## src/alu_pkg.sv

```systemverilog
/*
   Package of the accumulator load unit: widths, opcodes, flag layout,
   memory ranges and carrier structs.
   Assumes one scan clock and an external memory that answers a word or
   bit read in the cycle after the request.
*/
// Behaviour
// - Bit-field load gathers 1 to 32 bits
// - Unfilled accumulator bits cleared to zero
// - Negative flag follows accumulator sign bit
// - Zero flag set when loaded value zero
// - Consecutive loads push earlier value onto stack
// - Address load converts octal operand to binary
// - Indexed load reads base plus stack top
// - Indexed load clears accumulator upper half
// - Pointer flag raised on out-of-range address
// - Constant load picks table entry by stack top
// - Table label ranges 1 to FFFF
// - Accumulator 32 bits, memory words 16 bits
// - Eight-deep stack, deepest entry lost on push
package alu_pkg;
   // ----------------------------------------
   // Sizes
   // ----------------------------------------
   localparam int ACC_W = 32;
   localparam int WORD_W = 16;
   localparam int STACK_D = 8;
   localparam int BITADDR_W = 11;
   localparam int CNT_W = 6;
   localparam logic [CNT_W-1:0] CNT_MIN = 6'h01;
   localparam logic [CNT_W-1:0] CNT_MAX = 6'h20;
   localparam logic [WORD_W-1:0] LABEL_MIN = 16'h0001;
   // ----------------------------------------
   // Memory range, plain defaults
   // ----------------------------------------
   localparam logic [WORD_W:0] WORD_MEM_TOP = 17'h04000;
   localparam logic [WORD_W:0] TABLE_TOP = 17'h00100;
   // ----------------------------------------
   // Flag positions
   // ----------------------------------------
   localparam int FLAG_NEG = 0;
   localparam int FLAG_ZERO = 1;
   localparam int FLAG_PTR = 2;
   localparam logic [2:0] FLAGS_RST = 3'h0;
   localparam logic [ACC_W-1:0] ACC_RST = 32'h00000000;

   typedef enum logic [2:0]
   {
      OP_BITFIELD = 3'h0,
      OP_OCTAL = 3'h1,
      OP_INDEXED = 3'h2,
      OP_CONST = 3'h3,
      OP_STORE = 3'h4
   } alu_op_t;

   typedef struct packed
   {
      alu_op_t op;
      logic [WORD_W-1:0] operand;
      logic [CNT_W-1:0] count;
   } alu_cmd_t;

   typedef struct packed
   {
      logic is_table;
      logic [WORD_W-1:0] label;
      logic [WORD_W-1:0] addr;
   } alu_mreq_t;
endpackage : alu_pkg

```

## src/alu_load_unit.sv

```systemverilog
/*
   Accumulator load unit: executes bit-field, octal address, indexed word
   and indexed constant loads, keeps the accumulator, its stack and flags.
   Assumes a one-cycle memory: word and bit answers valid the cycle after
   the request pulse. Commands are refused while busy is high.
*/
`timescale 1ns/1ns
module alu_load_unit
(
   input wire logic sys_clk,
   input wire logic arst_n,
   input wire logic cmd_valid,
   input wire alu_pkg::alu_cmd_t cmd,
   output logic busy,
   output logic done,
   output logic [alu_pkg::ACC_W-1:0] acc,
   output logic [alu_pkg::ACC_W-1:0] stack_top,
   output logic negative_flag,
   output logic zero_flag,
   output logic pointer_range_flag,
   output logic mem_req,
   output alu_pkg::alu_mreq_t mem_addr,
   input wire logic [alu_pkg::WORD_W-1:0] mem_rdata,
   output logic bit_req,
   output logic [alu_pkg::BITADDR_W-1:0] bit_addr,
   input wire logic bit_rdata
);
   // ----------------------------------------
   // Helpers
   // ----------------------------------------
   function automatic logic [alu_pkg::WORD_W-1:0] octal_to_bin(input logic [alu_pkg::WORD_W-1:0] v);
      logic [alu_pkg::WORD_W-1:0] r;
      r = '0;
      for (int i = 3; i >= 0; i--)
      begin
         r = 16'(r * 16'h0008) + 16'(v[i*4 +: 3]);
      end
      return r;
   endfunction : octal_to_bin

   function automatic logic [2:0] flags_of(input logic [alu_pkg::ACC_W-1:0] v, input logic p);
      logic [2:0] f;
      f = alu_pkg::FLAGS_RST;
      f[alu_pkg::FLAG_NEG] = v[alu_pkg::ACC_W-1];
      f[alu_pkg::FLAG_ZERO] = (v == alu_pkg::ACC_RST);
      f[alu_pkg::FLAG_PTR] = p;
      return f;
   endfunction : flags_of

   typedef enum logic [3:0]
   {
      ST_IDLE = 4'h1,
      ST_BITS = 4'h2,
      ST_WORD = 4'h4,
      ST_DONE = 4'h8
   } alu_state_t;

   alu_state_t state_r;
   alu_state_t state_nxt;
   logic [alu_pkg::ACC_W-1:0] acc_r;
   logic [alu_pkg::ACC_W-1:0] acc_nxt;
   logic [alu_pkg::ACC_W-1:0] stack_r [alu_pkg::STACK_D];
   logic [2:0] flags_r;
   logic [2:0] flags_nxt;
   logic loaded_r;
   logic [alu_pkg::CNT_W-1:0] cnt_r;
   logic [alu_pkg::CNT_W-1:0] idx_r;
   logic [alu_pkg::BITADDR_W-1:0] baddr_r;
   logic [alu_pkg::ACC_W-1:0] gather_r;
   logic bit_pend_r;
   logic mem_req_r;
   alu_pkg::alu_mreq_t mem_addr_r;
   logic done_r;
   logic busy_r;
   logic bit_req_r;
   logic push;
   logic [alu_pkg::WORD_W:0] sum;
   logic out_of_range;
   logic start;
   alu_pkg::alu_cmd_t c;

   assign c = cmd;
   assign start = cmd_valid && (state_r == ST_IDLE);
   // Push when a new load finds an earlier unstored load
   assign push = start && (c.op != alu_pkg::OP_STORE) && loaded_r;
   // Stack top after push is the current accumulator
   assign sum = (c.op == alu_pkg::OP_CONST)
      ? 17'({1'b0, push ? acc_r[alu_pkg::WORD_W-1:0] : stack_r[0][alu_pkg::WORD_W-1:0]})
      : 17'(c.operand) + 17'(push ? acc_r[alu_pkg::WORD_W-1:0] : stack_r[0][alu_pkg::WORD_W-1:0]);
   assign out_of_range = (c.op == alu_pkg::OP_CONST)
      ? ((c.operand < alu_pkg::LABEL_MIN) || (sum >= alu_pkg::TABLE_TOP))
      : (sum >= alu_pkg::WORD_MEM_TOP);

   // ----------------------------------------
   // Sequencer and datapath
   // ----------------------------------------
   always_comb
   begin
      state_nxt = state_r;
      acc_nxt = acc_r;
      flags_nxt = flags_r;
      unique case (state_r)
         ST_IDLE:
         begin
            if (start)
            begin
               unique case (c.op)
                  alu_pkg::OP_BITFIELD:
                  begin
                     state_nxt = ST_BITS;
                  end
                  alu_pkg::OP_OCTAL:
                  begin
                     acc_nxt = {16'h0000, octal_to_bin(c.operand)};
                     flags_nxt = flags_of(acc_nxt, 1'b0);
                     state_nxt = ST_DONE;
                  end
                  alu_pkg::OP_INDEXED, alu_pkg::OP_CONST:
                  begin
                     if (out_of_range)
                     begin
                        flags_nxt[alu_pkg::FLAG_PTR] = 1'b1;
                        state_nxt = ST_DONE;
                     end
                     else
                     begin
                        state_nxt = ST_WORD;
                     end
                  end
                  default:
                  begin
                     state_nxt = ST_IDLE;
                  end
               endcase
            end
         end
         ST_BITS:
         begin
            // Last bit was captured the edge before; gather is complete
            if (!bit_pend_r && (idx_r == cnt_r))
            begin
               acc_nxt = gather_r;
               flags_nxt = flags_of(gather_r, 1'b0);
               state_nxt = ST_DONE;
            end
         end
         ST_WORD:
         begin
            // Word answer stands the cycle after the request pulse
            if (!mem_req_r)
            begin
               acc_nxt = {16'h0000, mem_rdata};
               flags_nxt = flags_of(acc_nxt, 1'b0);
               state_nxt = ST_DONE;
            end
         end
         ST_DONE:
         begin
            state_nxt = ST_IDLE;
         end
      endcase
   end

   always_ff @(posedge sys_clk or negedge arst_n)
   begin
      if (!arst_n)
      begin
         state_r <= ST_IDLE;
         acc_r <= alu_pkg::ACC_RST;
         flags_r <= alu_pkg::FLAGS_RST;
      end
      else
      begin
         state_r <= state_nxt;
         acc_r <= acc_nxt;
         flags_r <= flags_nxt;
      end
   end

   // ----------------------------------------
   // Accumulator stack
   // ----------------------------------------
   // Shift down; level eight falls off and is gone
   always_ff @(posedge sys_clk or negedge arst_n)
   begin
      if (!arst_n)
      begin
         for (int i = 0; i < alu_pkg::STACK_D; i++)
         begin
            stack_r[i] <= alu_pkg::ACC_RST;
         end
      end
      else if (push)
      begin
         stack_r[0] <= acc_r;
         for (int i = 1; i < alu_pkg::STACK_D; i++)
         begin
            stack_r[i] <= stack_r[i-1];
         end
      end
   end

   // Store cancels the pending push of the next load
   always_ff @(posedge sys_clk or negedge arst_n)
   begin
      if (!arst_n)
      begin
         loaded_r <= 1'b0;
      end
      else if (start)
      begin
         loaded_r <= (c.op != alu_pkg::OP_STORE);
      end
   end

   // ----------------------------------------
   // Bit gather
   // ----------------------------------------
   // One bit per two cycles, request then capture: slow but needs no wide port
   always_ff @(posedge sys_clk or negedge arst_n)
   begin
      if (!arst_n)
      begin
         cnt_r <= alu_pkg::CNT_MIN;
         idx_r <= '0;
         baddr_r <= '0;
         gather_r <= alu_pkg::ACC_RST;
         bit_pend_r <= 1'b0;
         bit_req_r <= 1'b0;
      end
      else if (start && (c.op == alu_pkg::OP_BITFIELD))
      begin
         // Count clamped to 1..32
         cnt_r <= (c.count < alu_pkg::CNT_MIN) ? alu_pkg::CNT_MIN
            : ((c.count > alu_pkg::CNT_MAX) ? alu_pkg::CNT_MAX : c.count);
         idx_r <= '0;
         baddr_r <= c.operand[alu_pkg::BITADDR_W-1:0];
         gather_r <= alu_pkg::ACC_RST;
         bit_pend_r <= 1'b0;
         bit_req_r <= 1'b1;
      end
      else if (state_r == ST_BITS)
      begin
         if (bit_pend_r)
         begin
            gather_r[idx_r[4:0]] <= bit_rdata;
            idx_r <= idx_r + 6'h01;
            baddr_r <= baddr_r + 11'h001;
         end
         bit_pend_r <= !bit_pend_r && (idx_r != cnt_r);
         // Next request only after a capture leaves bits to fetch
         bit_req_r <= bit_pend_r && ((idx_r + 6'h01) != cnt_r);
      end
      else
      begin
         bit_req_r <= 1'b0;
      end
   end

   // ----------------------------------------
   // Memory request
   // ----------------------------------------
   always_ff @(posedge sys_clk or negedge arst_n)
   begin
      if (!arst_n)
      begin
         mem_req_r <= 1'b0;
         mem_addr_r <= '0;
         done_r <= 1'b0;
      end
      else
      begin
         mem_req_r <= start && !out_of_range
            && ((c.op == alu_pkg::OP_INDEXED) || (c.op == alu_pkg::OP_CONST));
         if (start)
         begin
            mem_addr_r.is_table <= (c.op == alu_pkg::OP_CONST);
            mem_addr_r.label <= c.operand;
            mem_addr_r.addr <= sum[alu_pkg::WORD_W-1:0];
         end
         done_r <= (state_nxt == ST_DONE) || (start && (c.op == alu_pkg::OP_STORE));
      end
   end

   // ----------------------------------------
   // Status outputs
   // ----------------------------------------
   // Registered so busy is a clean flop at the pin
   always_ff @(posedge sys_clk or negedge arst_n)
   begin
      if (!arst_n)
      begin
         busy_r <= 1'b0;
      end
      else
      begin
         busy_r <= (state_nxt != ST_IDLE);
      end
   end

   assign busy = busy_r;
   assign done = done_r;
   assign acc = acc_r;
   assign stack_top = stack_r[0];
   assign negative_flag = flags_r[alu_pkg::FLAG_NEG];
   assign zero_flag = flags_r[alu_pkg::FLAG_ZERO];
   assign pointer_range_flag = flags_r[alu_pkg::FLAG_PTR];
   assign mem_req = mem_req_r;
   assign mem_addr = mem_addr_r;
   assign bit_req = bit_req_r;
   assign bit_addr = baddr_r;
endmodule : alu_load_unit

```

## config.mk

```make
export PLATFORM = sky130hd
export DESIGN_NAME = alu_load_unit
export DESIGN_NICKNAME = d
export VERILOG_FILES = /design/src/alu_pkg.sv /design/src/alu_load_unit.sv
export SDC_FILE = /design/constraint.sdc
export NUM_CORES = 1
export LEC_CHECK = 0
export ABC_AREA = 1
export BUFFER_PORTS_ARGS = -buffer_cell sky130_fd_sc_hd__buf_2
export CAP_MARGIN = 25
export CORE_MARGIN = 5
export CORE_UTILIZATION = 51
export DETAILED_ROUTE_END_ITERATION = 8
export PLACE_DENSITY_LB_ADDON = 0.1
export RECOVER_POWER = 100
export SYNTH_ARGS = -nofsm -noshare
export SYNTH_HDL_FRONTEND = slang
export SYNTH_SLANG_ARGS = --single-unit
```

## constraint.sdc

```tcl
create_clock -name sys_clk -period 3.1 [get_ports sys_clk]
set_clock_uncertainty 0.2 [all_clocks]
set_input_delay 0.155 -clock sys_clk [delete_from_list [all_inputs] [get_ports sys_clk]]
set_output_delay 0.155 -clock sys_clk [all_outputs]
set_load 0.03 [all_outputs]
```

==> run metrics <==
WP buf/inv 3; RR Endpoint busy$_DFF_PN0_; First DRT Iteration DRCs 926; vias per cell 5.65; final worst slack -0.428 ns; CP endpoint kind flop; Pint 6850 uW; worst r2r path cells 25; Cell Area, Synth 0.00862 mm2; P&R area growth vs syn 37.4%; Die H 140 um; H-tree lvl count 4; Seq/Total Area, Yosys 0.476; CP Class reg2reg; HPWL after DPL 19.7 mm; nets 1420; CP Launch Type flop; via count 8968; Min Hold Slack -0.000468 ns; part of the cycle the worst path needs 1.14; clock sinks 164; clock root buffer clkbuf_16; largest net degree at the start of global routing 67; HP Class in2reg; critical path arrival 3.64 ns; Seq cells post-synth 164; failing checks negative hold slack, max-capacitance violations, max-slew violations, negative setup slack; Core ar. 0.0166 mm2; PwrDens 1110 mW/mm2; Critical Path Sink busy$_DFF_PN0_; fraction of layout cells with a size suffix above 1 0.226; Final Total Pwr 13200 uW; Synthesized Nets 1144; Initial Util 0.520; Final Slew Violations 67; Async SR Flop Fraction 1.00; Sw Ratio 0.480; Clock Power Share 0.160; Flop pwr share 0.284; grt total ovfl 0; CP required 3.22 ns; IO Port Bufs 159; Peak VDD IR 0.000574 V; MaxCap Viol Count 1; Final min period 3.53 ns; most used cell, CP nand2_1; initial antenna violation count 1; Post-synth EDFFs 0; DRC viols 0; CP max-delay cell dfstp_2; clk_lat worst skew 0.44 ns; Least-Margin Pin Slew 1.68 ns; status finished with violations; Distinct cells, synth 48; Num CTS Buffers 17; Worst path depth 25; worst r2r src state_r[0]$_DFF_PN1_; Final Hold Viols 1; RePlAce Congestion 1.03; global-route wire length before repair 44.9 mm; post-route antenna net violation count 0; All-Layer GR Usage 0.286; I/O pin count 160; crit-path max cell delay 0.57 ns; reg2reg setup slack -0.43 ns; Net Sw Power 6320 uW; number of global-route vias before repair 8642; Die Footprint 0.0196 mm2; Placement Rows 47; CTS clk-pin slew, worst paths 0.07 ns; FMAX 0.283 GHz; Top delay family on crit path simple AND/OR/NAND/NOR gates; Finished Cell Area 0.0118 mm2; Primary FF master, synth dfrtp_1; WL final 29.6 mm; Gate power share 0.556; DRT Pass-1 Iters 5; final number of setup-violating endpoints 10; Synth warnings 0; CTS tree done; Die Width 140 um; slew margin rel. -0.122; CP Launch Point state_r[0]$_DFF_PN1_; routed len/inst 18.6 um; fill count 1355; Max Buffers Root-to-Sink 2; post-synthesis cell count 1076; Lkg Pwr 0.00558 uW; CP Max Fanout 7; Mapped Avg Cell Area 8.01 um2; Area after DPL 0.0102 mm2; unrepaired setup endpoints after global routing yes
[synthesized netlist by cell type, types with 3 or more instances]
cell type  instances  area, um2
xor2_1            14        123
ha_1              22        275
clkbuf_1          30        113
nor2_1            73        274
buf_4              4       30.0
inv_1            134        503
nand2_2            4       25.0
clkinv_1           3       11.3
nand3_1           69        345
and2_1             3       18.8
o21ai_0          105        526
nor4_1            16        100
o22ai_1            8       50.1
o221ai_1           5       43.8
nand2_1          268       1010
a21oi_1           48        240
a22o_1             4       35.0
o211ai_1          11       82.6
nor3_1            10       50.1
o21ai_1            5       25.0
nand3b_1           3       22.5
xnor2_1            5       43.8
a311oi_1          24        210
buf_6              3       33.8
nand4_1            9       56.3
dfrtp_1          162       4050
buf_2              7       35.0
[layout make-up]
cell class                 count  area (um2)  area share
clock buffer                  17         425      0.0359
antenna                        1        2.50    0.000211
tap                          220         275      0.0232
clock inverter                15         161      0.0136
multi-input combinational    731        4420       0.373
inverter                     138         520      0.0439
sequential                   164        4110       0.347
timing repair buffer         300        1930       0.163
[placed cells by master (no fill, tap or decap), drive strengths merged, types with 2 or more instances in the layout]
cell type and n:
nand2 274, dfrtp 162, inv 143, buf 143, clkbuf 132, o21ai 112
nor2 76, nand3 71, a21oi 49, dlygate4sd3 42, a311oi 24, ha 22
nor4 16, xor2 14, o211ai 11, nor3 11, nand4 9, o22ai 8
clkinv 6, xnor2 5, o221ai 5, a22o 4, nand3b 3, clkinvlp 3
and2 3, a41oi 2, a22oi 2, o21a 2, dfstp 2
[routing by layer]
layer,wire length [um],up-vias,GRT usage,part of all wire
li1,-,4145,-,-
met5,0,-,0,0
met4,1370,0,0.116,0.046
met1,11500,4280,0.359,0.39
met2,14400,434,0.487,0.49
met3,2240,109,0.0552,0.076
[registers in the layout, summed over array words and instances, names as in the netlist]
register / flops
acc: 31
bit_addr: 11
bit_pend_r: 1
bit_req: 1
busy: 1
cnt_r: 6
done: 1
flags_r: 3
gather_r: 32
idx_r: 6
loaded_r: 1
mem_addr: 33
mem_req: 1
stack_top: 32
state_r: 4
[through the flow]
step / cells / util / worst slack [ns] / hold slack, ns / TNS, ns
5_1_grt: 1586 / 0.714 / -0.637 / 0.00250 / -5.14
4_1_cts: 1578 / 0.703 / -0.237 / -0.196 / -1.39
6_report: 1586 / 0.714 / -0.428 / -0.000468 / -2.91
2_1_floorplan: 1076 / - / -0.0659 / -0.341 / -0.0952
3_5_place_dp: 1485 / 0.613 / -0.393 / -0.00996 / -1.94
3_3_place_gp: 1485 / 0.613 / -0.377 / -0.0134 / -1.83
[power by group through the flow]
stage | registers (uW) | clock network, uW | logic, uW
floorplan | 4810 | 0 | 2860
global placement | 3710 | 0 | 6000
detailed placement | 3720 | 0 | 6070
CTS | 3700 | 2140 | 6750
global route | 3860 | 2240 | 7900
finish | 3740 | 2110 | 7320
[cell families after synthesis]
group / Yosys count / synth area share
xor gates and xnor gates: 19 / 0.0193
DFF: 164 / 0.476
AOI/OAI and AO/OA: 225 / 0.155
and+or+nand+nor: 463 / 0.230
buffers and inverters: 182 / 0.0849
adders and majority gates: 23 / 0.0343
[worst min-delay path by stage]
stage | startpoint | to | cells past startpoint
finish | cmd[8] | mem_addr[18]$_DFFE_PN0N_ | 3
global route | cmd[8] | mem_addr[18]$_DFFE_PN0N_ | 3
CTS | cmd_valid | mem_req$_DFF_PN0_ | 3
detailed placement | arst_n | stack_top[3]$_DFFE_PN0N_ | 1
global placement | arst_n | stack_top[5]$_DFFE_PN0N_ | 1
floorplan | arst_n | acc[0]$_DFFE_PN0P_ | 0
[timing repair]
item,4_1_cts,5_1_grt
endpoints found under the hold margin,109,1
cloned,3,0
pin swaps,32,40
gates resized for setup,61,75
hold buffers,41,1
buffers inserted,17,6
setup endpoints to repair,7,19
[worst register-to-register path, stage by stage, from the launching register on]
cell and delay, ns:
dfstp_2 0.57, nand3_4 0.09, nor2_4 0.18, nand2_4 0.12, buf_12 0.17, buf_16 0.15
o21ai_4 0.17, ha_4 0.25, nand2_1 0.09, nand2_1 0.12, inv_1 0.13, nand2_4 0.08
nand2_2 0.07, nand3_1 0.08, nand3_2 0.10, nand2_2 0.09, nor2_2 0.14, nand3_2 0.09
nand2_2 0.08, nand2_1 0.07, nand2_1 0.05, nand2_1 0.05, nand2_1 0.06, nand2_1 0.06
nand2_1 0.09, nand3_1 0.06
Power figures use the tool's default switching activity.
